## config.mk

```make
export PLATFORM = sky130hd
export DESIGN_NAME = cic_core_irq
export DESIGN_NICKNAME = d
export VERILOG_FILES = /design/src/core/cic_pkg.sv /design/src/core/cic_shadow.sv /design/src/core/cic_core_irq.sv
export SDC_FILE = /design/constraint.sdc
export NUM_CORES = 1
export LEC_CHECK = 0
export ABC_AREA = 1
export BUFFER_PORTS_ARGS = -buffer_cell sky130_fd_sc_hd__buf_2
export CAP_MARGIN = 5
export CELL_PAD_IN_SITES_DETAIL_PLACEMENT = 1
export CELL_PAD_IN_SITES_GLOBAL_PLACEMENT = 1
export CORE_AREA = 2 2 136 205
export DETAILED_ROUTE_END_ITERATION = 8
export DIE_AREA = 0 0 138 207
export HOLD_SLACK_MARGIN = 0.15
export PLACE_DENSITY = 0.77
export SYNTH_ARGS = -nofsm -noshare
export SYNTH_HDL_FRONTEND = slang
export SYNTH_HIERARCHICAL = 1
export SYNTH_SLANG_ARGS = --single-unit
```

## constraint.sdc

```tcl
create_clock -name mclk -period 2.8 [get_ports mclk]
set_clock_uncertainty 0.05 [all_clocks]
set_input_delay 0.56 -clock mclk [delete_from_list [all_inputs] [get_ports mclk]]
set_output_delay 0.56 -clock mclk [all_outputs]
set_load 0.05 [all_outputs]
```

## src/core/cic_pkg.sv

```systemverilog
// constants shared by the interrupt control logic
package cic_pkg;
  localparam int AXI_AW = 4;
  localparam logic [3:0] ADDR_CTRL = 4'h0;
  localparam logic [3:0] ADDR_PFLAG = 4'h4;
  localparam logic [3:0] ADDR_PENA = 4'h8;
  localparam logic [3:0] ADDR_OPT = 4'hc;
  localparam int CTRL_GIE = 7;
  localparam int CTRL_PGIE = 6;
  localparam int CTRL_CORE_IE = 5;
  localparam int CTRL_EXT_IE = 4;
  localparam int CTRL_CORE_IF = 2;
  localparam int CTRL_EXT_IF = 1;
  localparam int OPT_EDGE = 0;
  localparam logic [7:0] CTRL_RST = 8'h00;
  localparam logic [7:0] PFLAG_RST = 8'h00;
  localparam logic [7:0] PENA_RST = 8'h00;
  localparam logic OPT_EDGE_RST = 1'h1;
  localparam logic [15:0] IRQ_VECTOR = 16'h0004;
  localparam logic [1:0] PH_Q1 = 2'h0;
  localparam logic [1:0] PH_Q4 = 2'h3;
  localparam int CTX_W = 64;
  localparam logic [63:0] CTX_KEEP_MASK = 64'h0000_0000_0000_1800;
  localparam logic [1:0] RESP_OKAY = 2'h0;
  localparam logic [1:0] RESP_SLVERR = 2'h2;
  typedef enum logic [1:0] {
    RD_IDLE = 2'b00,
    RD_FLUSH = 2'b01,
    RD_LOAD = 2'b10
  } cic_redir_t;
endpackage

```

## src/core/cic_shadow.sv

```systemverilog
// shadow context store with registered read data
`timescale 1ns/1ps
module cic_shadow #(
  parameter int WIDTH = 64,
  parameter int DEPTH = 1,
  parameter int AW = 1
) (
  input wire logic mclk,
  input wire logic we,
  input wire logic [AW-1:0] waddr,
  input wire logic [WIDTH-1:0] wdata,
  input wire logic [AW-1:0] raddr,
  output logic [WIDTH-1:0] rdata
);
  logic [WIDTH-1:0] mem [DEPTH];

  initial begin
    if (DEPTH < 1 || DEPTH > (1 << AW)) $error("cic_shadow: bad DEPTH");
  end

  always_ff @(posedge mclk) begin
    if (we) begin
      mem[waddr] <= wdata;
    end
  end

  always_ff @(posedge mclk) begin
    rdata <= mem[raddr];
  end
endmodule

```

## src/core/cic_core_irq.sv

```systemverilog
// interrupt control: flags, enables, redirect sequence, context save, AXI4-Lite registers
`timescale 1ns/1ps
// How it works
// RULE1 - any reset clears the global enable so nothing redirects
// RULE2 - redirect needs global and source enable, peripheral sources also group enable
// RULE3 - flags set on their event whatever the enables say
// RULE4 - entry flushes prefetch, clears global enable, pushes pc, saves context, loads 0004h
// RULE5 - with global enable clear events only flag; pending one taken when re-enabled
// RULE6 - return pops address, restores context, sets global enable
// RULE7 - service code clears handled flags before return or re-enters at once
// RULE8 - service code polls flags to find the source of the shared vector
// RULE9 - synchronous event to first vector instruction takes three to four cycles
// RULE10 - external edge event latency is three to five instruction cycles
// RULE11 - latency is the same for one- and two-cycle instructions
// RULE12 - redirect logic samples pending flags once per cycle in first quarter
// RULE13 - external edge flag may set from fourth quarter through next first quarter
// RULE14 - external flag sets on rising edge when polarity one, falling when zero
// RULE15 - working, status less timeout/power-down, bank, pointers, latch-high shadowed
// RULE16 - on wake with global enable set, next instruction runs before the vector
// RULE17 - instruction cycle is four quarter phases; latencies count whole cycles
// RULE18 - asynchronous inputs are synchronised before they set flags
module cic_core_irq
  import cic_pkg::*;
#(
  parameter int NPER = 8
) (
  input wire logic mclk,
  input wire logic rst,
  input wire logic [AXI_AW-1:0] awaddr,
  input wire logic awvalid,
  output logic awready,
  input wire logic [31:0] wdata,
  input wire logic [3:0] wstrb,
  input wire logic wvalid,
  output logic wready,
  output logic [1:0] bresp,
  output logic bvalid,
  input wire logic bready,
  input wire logic [AXI_AW-1:0] araddr,
  input wire logic arvalid,
  output logic arready,
  output logic [31:0] rdata,
  output logic [1:0] rresp,
  output logic rvalid,
  input wire logic rready,
  input wire logic [NPER-1:0] periphEvent,
  input wire logic coreEvent,
  input wire logic extIrqPin,
  input wire logic [15:0] curPc,
  input wire logic cpuAsleep,
  input wire logic retfieExec,
  input wire logic [CTX_W-1:0] ctxLive,
  output logic [1:0] qPhase,
  output logic flushInstr,
  output logic stackPush,
  output logic [15:0] pushPc,
  output logic pcLoad,
  output logic [15:0] pcLoadAddr,
  output logic stackPop,
  output logic ctxRestore,
  output logic [CTX_W-1:0] ctxRestored,
  output logic wakeReq
);
  initial begin
    if (NPER < 1 || NPER > 8) $error("cic_core_irq: NPER must be 1..8");
  end

  logic global_irq_enable, pgie, coreIe, extIe, coreIf, extIf, extPol;
  logic [NPER-1:0] pflag, pena;
  logic awFull, wFull;
  logic [AXI_AW-1:0] awHeld;
  logic [7:0] wHeld;
  logic wLane0;
  logic extSync1, extSync2, extSync3, edgePend;
  logic asleepD, wakeSkip;
  cic_redir_t state;
  logic [CTX_W-1:0] shadowRd;

  // quarter phase sequencer
  always_ff @(posedge mclk) begin
    if (rst) begin
      qPhase <= PH_Q1;
    end else begin
      qPhase <= qPhase + 2'h1; // [RULE17]
    end
  end

  logic cycStart;
  assign cycStart = (qPhase == PH_Q1);

  // write channel: address and data may arrive in either order
  logic wrEn, wrCtrl, wrPf, wrPe, wrOpt;
  assign awready = !awFull;
  assign wready = !wFull;
  assign wrEn = awFull && wFull && !bvalid;
  assign wrCtrl = wrEn && wLane0 && (awHeld == ADDR_CTRL);
  assign wrPf = wrEn && wLane0 && (awHeld == ADDR_PFLAG);
  assign wrPe = wrEn && wLane0 && (awHeld == ADDR_PENA);
  assign wrOpt = wrEn && wLane0 && (awHeld == ADDR_OPT);

  logic mapped;
  assign mapped = (awHeld == ADDR_CTRL) || (awHeld == ADDR_PFLAG) ||
                  (awHeld == ADDR_PENA) || (awHeld == ADDR_OPT);

  always_ff @(posedge mclk) begin
    if (rst) begin
      awFull <= 1'b0;
      wFull <= 1'b0;
      awHeld <= '0;
      wHeld <= 8'h00;
      wLane0 <= 1'b0;
      bvalid <= 1'b0;
      bresp <= RESP_OKAY;
    end else begin
      if (awvalid && awready) begin
        awFull <= 1'b1;
        awHeld <= awaddr;
      end
      if (wvalid && wready) begin
        wFull <= 1'b1;
        wHeld <= wdata[7:0];
        wLane0 <= wstrb[0];
      end
      if (wrEn) begin
        awFull <= 1'b0;
        wFull <= 1'b0;
        bvalid <= 1'b1;
        bresp <= mapped ? RESP_OKAY : RESP_SLVERR;
      end else if (bvalid && bready) begin
        bvalid <= 1'b0;
      end
    end
  end

  // read channel
  logic [7:0] ctrlRd;
  assign ctrlRd = {global_irq_enable, pgie, coreIe, extIe, 1'b0, coreIf, extIf, 1'b0};
  assign arready = !rvalid;

  always_ff @(posedge mclk) begin
    if (rst) begin
      rvalid <= 1'b0;
      rdata <= 32'h0000_0000;
      rresp <= RESP_OKAY;
    end else if (arvalid && arready) begin
      rvalid <= 1'b1;
      rresp <= RESP_OKAY;
      unique case (araddr)
        ADDR_CTRL: rdata <= {24'h00_0000, ctrlRd};
        ADDR_PFLAG: rdata <= {{(32-NPER){1'b0}}, pflag};
        ADDR_PENA: rdata <= {{(32-NPER){1'b0}}, pena};
        ADDR_OPT: rdata <= {31'h0000_0000, extPol};
        default: begin
          rdata <= 32'h0000_0000;
          rresp <= RESP_SLVERR;
        end
      endcase
    end else if (rvalid && rready) begin
      rvalid <= 1'b0;
    end
  end

  // external edge input: two-stage synchroniser, then edge detect
  // stages are not reset: a pin held high through reset must not look like an edge
  always_ff @(posedge mclk) begin
    extSync1 <= extIrqPin; // [RULE18]
    extSync2 <= extSync1;
    extSync3 <= extSync2;
  end

  // detector armed once the stages hold real pin values; edges in that gap are lost
  logic [1:0] extArm;
  always_ff @(posedge mclk) begin
    if (rst) begin
      extArm <= 2'b00;
    end else begin
      extArm <= {extArm[0], 1'b1};
    end
  end

  logic extEdge, extWin, extSet;
  assign extEdge = extArm[1] &&
                   (extPol ? (extSync2 && !extSync3) : (!extSync2 && extSync3)); // [RULE14]
  // an edge seen in Q2/Q3 waits for the Q4-Q1 window, costing up to two quarter phases
  assign extWin = (qPhase == PH_Q4) || (qPhase == PH_Q1);
  assign extSet = (extEdge || edgePend) && extWin; // [RULE13] [RULE10]

  always_ff @(posedge mclk) begin
    if (rst) begin
      edgePend <= 1'b0;
    end else if (extWin) begin
      edgePend <= 1'b0;
    end else if (extEdge) begin
      edgePend <= 1'b1;
    end
  end

  // control bits; a hardware set beats a software clear in the same cycle
  always_ff @(posedge mclk) begin
    if (rst) begin
      pgie <= CTRL_RST[CTRL_PGIE];
      coreIe <= CTRL_RST[CTRL_CORE_IE];
      extIe <= CTRL_RST[CTRL_EXT_IE];
      extPol <= OPT_EDGE_RST;
      pena <= PENA_RST[NPER-1:0];
    end else begin
      if (wrCtrl) begin
        pgie <= wHeld[CTRL_PGIE];
        coreIe <= wHeld[CTRL_CORE_IE];
        extIe <= wHeld[CTRL_EXT_IE];
      end
      if (wrOpt) begin
        extPol <= wHeld[OPT_EDGE];
      end
      if (wrPe) begin
        pena <= wHeld[NPER-1:0];
      end
    end
  end

  always_ff @(posedge mclk) begin
    if (rst) begin
      coreIf <= CTRL_RST[CTRL_CORE_IF];
      extIf <= CTRL_RST[CTRL_EXT_IF];
      pflag <= PFLAG_RST[NPER-1:0];
    end else begin
      coreIf <= (wrCtrl ? wHeld[CTRL_CORE_IF] : coreIf) | coreEvent; // [RULE3]
      extIf <= (wrCtrl ? wHeld[CTRL_EXT_IF] : extIf) | extSet; // [RULE3]
      pflag <= (wrPf ? wHeld[NPER-1:0] : pflag) | periphEvent; // [RULE3]
    end
  end

  // one shared vector: software polls the flags to find the cause [RULE8]
  logic pending, take, justWoke;
  assign justWoke = asleepD && !cpuAsleep;
  assign pending = (coreIf && coreIe) || (extIf && extIe) || (pgie && |(pflag & pena)); // [RULE2]
  assign wakeReq = pending;
  // flag left set at return re-enters here at once [RULE7]
  // instruction length is not looked at, so both kinds see the same latency [RULE11]
  assign take = cycStart && global_irq_enable && pending && (state == RD_IDLE) && !cpuAsleep &&
                !wakeSkip && !justWoke; // [RULE12] [RULE5] [RULE9] [RULE16]

  // wake from sleep: the first Q1 sample at or after wake is skipped, so the
  // instruction after sleep runs first; the wake edge itself may be that Q1
  always_ff @(posedge mclk) begin
    if (rst) begin
      asleepD <= 1'b0;
      wakeSkip <= 1'b0;
    end else begin
      asleepD <= cpuAsleep;
      if (justWoke && !cycStart) begin
        wakeSkip <= 1'b1; // [RULE16]
      end else if (cycStart) begin
        wakeSkip <= 1'b0;
      end
    end
  end

  always_ff @(posedge mclk) begin
    if (rst) begin
      global_irq_enable <= CTRL_RST[CTRL_GIE]; // [RULE1]
    end else if (take) begin
      global_irq_enable <= 1'b0; // [RULE4]
    end else if (retfieExec) begin
      global_irq_enable <= 1'b1; // [RULE6]
    end else if (wrCtrl) begin
      global_irq_enable <= wHeld[CTRL_GIE];
    end
  end

  // redirect sequence: one cycle of flush, one cycle of vector load
  always_ff @(posedge mclk) begin
    if (rst) begin
      state <= RD_IDLE;
    end else begin
      unique case (state)
        RD_IDLE: if (take) state <= RD_FLUSH;
        RD_FLUSH: if (cycStart) state <= RD_LOAD;
        RD_LOAD: if (cycStart) state <= RD_IDLE;
        default: state <= RD_IDLE;
      endcase
    end
  end

  assign flushInstr = (state == RD_FLUSH); // [RULE4]

  always_ff @(posedge mclk) begin
    if (rst) begin
      stackPush <= 1'b0;
      pushPc <= 16'h0000;
      pcLoad <= 1'b0;
      pcLoadAddr <= 16'h0000;
      stackPop <= 1'b0;
      ctxRestore <= 1'b0;
    end else begin
      stackPush <= take; // [RULE4]
      if (take) begin
        pushPc <= curPc;
      end
      pcLoad <= (state == RD_FLUSH) && cycStart;
      pcLoadAddr <= IRQ_VECTOR; // [RULE4]
      stackPop <= retfieExec; // [RULE6]
      ctxRestore <= retfieExec;
    end
  end

  cic_shadow #(
    .WIDTH(CTX_W),
    .DEPTH(1),
    .AW(1)
  ) u_shadow (
    .mclk(mclk),
    .we(take), // [RULE15]
    .waddr(1'b0),
    .wdata(ctxLive),
    .raddr(1'b0),
    .rdata(shadowRd)
  );

  // timeout and power-down status bits are never rolled back
  always_ff @(posedge mclk) begin
    if (rst) begin
      ctxRestored <= '0;
    end else if (retfieExec) begin
      ctxRestored <= (shadowRd & ~CTX_KEEP_MASK) | (ctxLive & CTX_KEEP_MASK); // [RULE15]
    end
  end
endmodule

```

==> results.toml <==
[hold_path]
hold_end = "u_shadow/mem[0][56]"
worstHoldStart = "ctxLive[56]"
holdPathStages = 1
hold_class = "primary input to flip-flop"

[place]
gp_congestion = 0.798
io_buffers = 219
post-dp-hpwl_mm = 16.2

[floorplan]
die_w_um = 138
num_rows = 74
io_pins = 288
die_h_um = 207
die_area_mm2 = 0.0286
initial_core_util_pct = 33.1
coreArea_mm2 = 0.0269

[worst_setup_path]
crit_path_max_fanout = 18
required_ns = 2.19
reg2reg_slack_ns = 0.68
r2r_start = "pflag[0]"
r2r_cells = 9
start_kind = "flip-flop"
critPathKind = "flip-flop to output port"
worstReg2RegEnd = "u_shadow/mem[0][16]"
end_kind = "output port"
arrival_ns = 1.92

[power_and_ir_drop]
power_density_mw_per_mm2 = 767
peakVddDrop_uv = 486
total_leakage_power_nw = 5.26

[logic_synthesis]
synth_cells = 877
synth_area_per_cell_um2 = 10.1
synth_area_mm2 = 0.00888
synth_warnings = 6

[clocking]
h-tree-depth = 1
ctsResizeCount = 0
hold_buffers = 60
cts_setup_buffers = 0
cts_buffers = 26
clkTransAtPathRegs_ns = 0.06
clock-root-buffer = "clkbuf_16"
clkSinkCount = 269
cts_tree = "done"
clk_path_buf_depth = 3
insertion_delay_ns = 0.52

[outcome]
outcome = "finished clean"

[global_routing]
grt_use_total_pct = 17.0
overflow = 0
grt_pass1_wl_mm = 39.5
antenna_found_initial = 1
grt_max_degree = 87
first_global_vias = 7497

[routing]
wl_mm = 25.0
drt_iter0_markers = 272
via_count = 6939
vias_per_cell = 4.59
wl_per_cell_um = 16.6
dr.pass1.iters = 4
drcViolationCount = 0
final_antenna_net_count = 0

[layout]
register_area_mm2 = 0.00601
drive_above_1_share_pct = 24.5
layout.nets = 1293
layout_common_cells = "buf_2 (219), dfxtp_1 (207), nor2_1 (165), nand2_1 (91), o21ai_0 (87)"
multi_input_area_mm2 = 0.00233
synthToLayoutAreaGrowth_pct = 32.3
final_common_cell = "buf_2"
fillers = 3047

[timing]
clock.fmax_ghz = 0.396
setup_viol = 0
max_slew_margin_pct = 60.0
hold_viol_final = 0
holdWs_ns = 0.180
post-route-period-util_pct = 90.2
tightest_slew_ns = 0.599
min_period_ns = 2.53
tns_ns = 0
drv_slew = 0
rsz0062_at_grt = "no"

[job]
cap_violations = 0
per-stage QoR:
stage / std cells / cell area (um2) / util, % / worst slack (ns) / power (mW)
after detailed placement: 1403 / 10200 / 37.8 / 0.667 / 5.02
after floorplan: 917 / 9030 / - / 0.0655 / 4.81
after global placement: 1403 / 10200 / 37.8 / 0.689 / 5.00
after CTS: 1511 / 11700 / 43.8 / 0.219 / 9.12
after global routing: 1512 / 11800 / 43.8 / 0.133 / 9.35
final: 1512 / 11800 / 43.8 / 0.275 / 9.01
area by class of cell:
cell class | count | share of cell area (%)
Timing Repair Buffer | 288 | 15.4
Sequential cell | 269 | 51.1
Multi-Input combinational cell | 517 | 19.8
Antenna cell | 1 | 0.0213
Inverter | 47 | 1.54
Tap cell | 342 | 3.64
Clock inverter | 17 | 2.44
Clock buffer | 31 | 5.96
critical path, stage by stage, from the launching register on:
cell     delay [ns]
dfxtp_1        0.39
nand2_1        0.07
nand2_1        0.08
nor2_1         0.05
nand2_1        0.06
nand2_1        0.06
nand2_2        0.31
buf_2          0.34
sequential cells by signal (all words and copies together) (netlist names), 2 cells and up:
| name | cells |
|---|---|
| pushPc | 16 |
| u_shadow/mem | 62 |
| ctxRestored | 64 |
| u_shadow/rdata | 62 |
| state | 2 |
| pena | 8 |
| qPhase | 2 |
| rdata | 8 |
| wHeld | 8 |
| awHeld | 4 |
| pflag | 8 |
layer usage:
metal	vias to the layer above	track usage, %	routed length, um
li1	3359	-	-
met1	3301	18.0	9330
met2	226	32.6	13500
met3	53	3.14	1350
met4	0	6.97	843
met5	-	0	0
how the worst max path moves through the flow:
stage | from | to | depth (start not counted)
after floorplan | qPhase[0] | u_shadow/mem[0][0] | 7
after global placement | pflag[0] | u_shadow/mem[0][23] | 9
after global routing | pflag[0] | wakeReq | 7
final | pflag[0] | wakeReq | 7
after CTS | pflag[0] | wakeReq | 7
after detailed placement | pflag[0] | u_shadow/mem[0][19] | 9
power by group:
part | total, mW | switching [mW] | leakage (nW) | internal [mW]
registers | 4.13 | 0.0665 | 2.28 | 4.06
logic | 0.872 | 0.639 | 2.50 | 0.233
clock network | 4.01 | 1.49 | 0.487 | 2.52
Note: power is estimated with default switching activity, not from simulation.
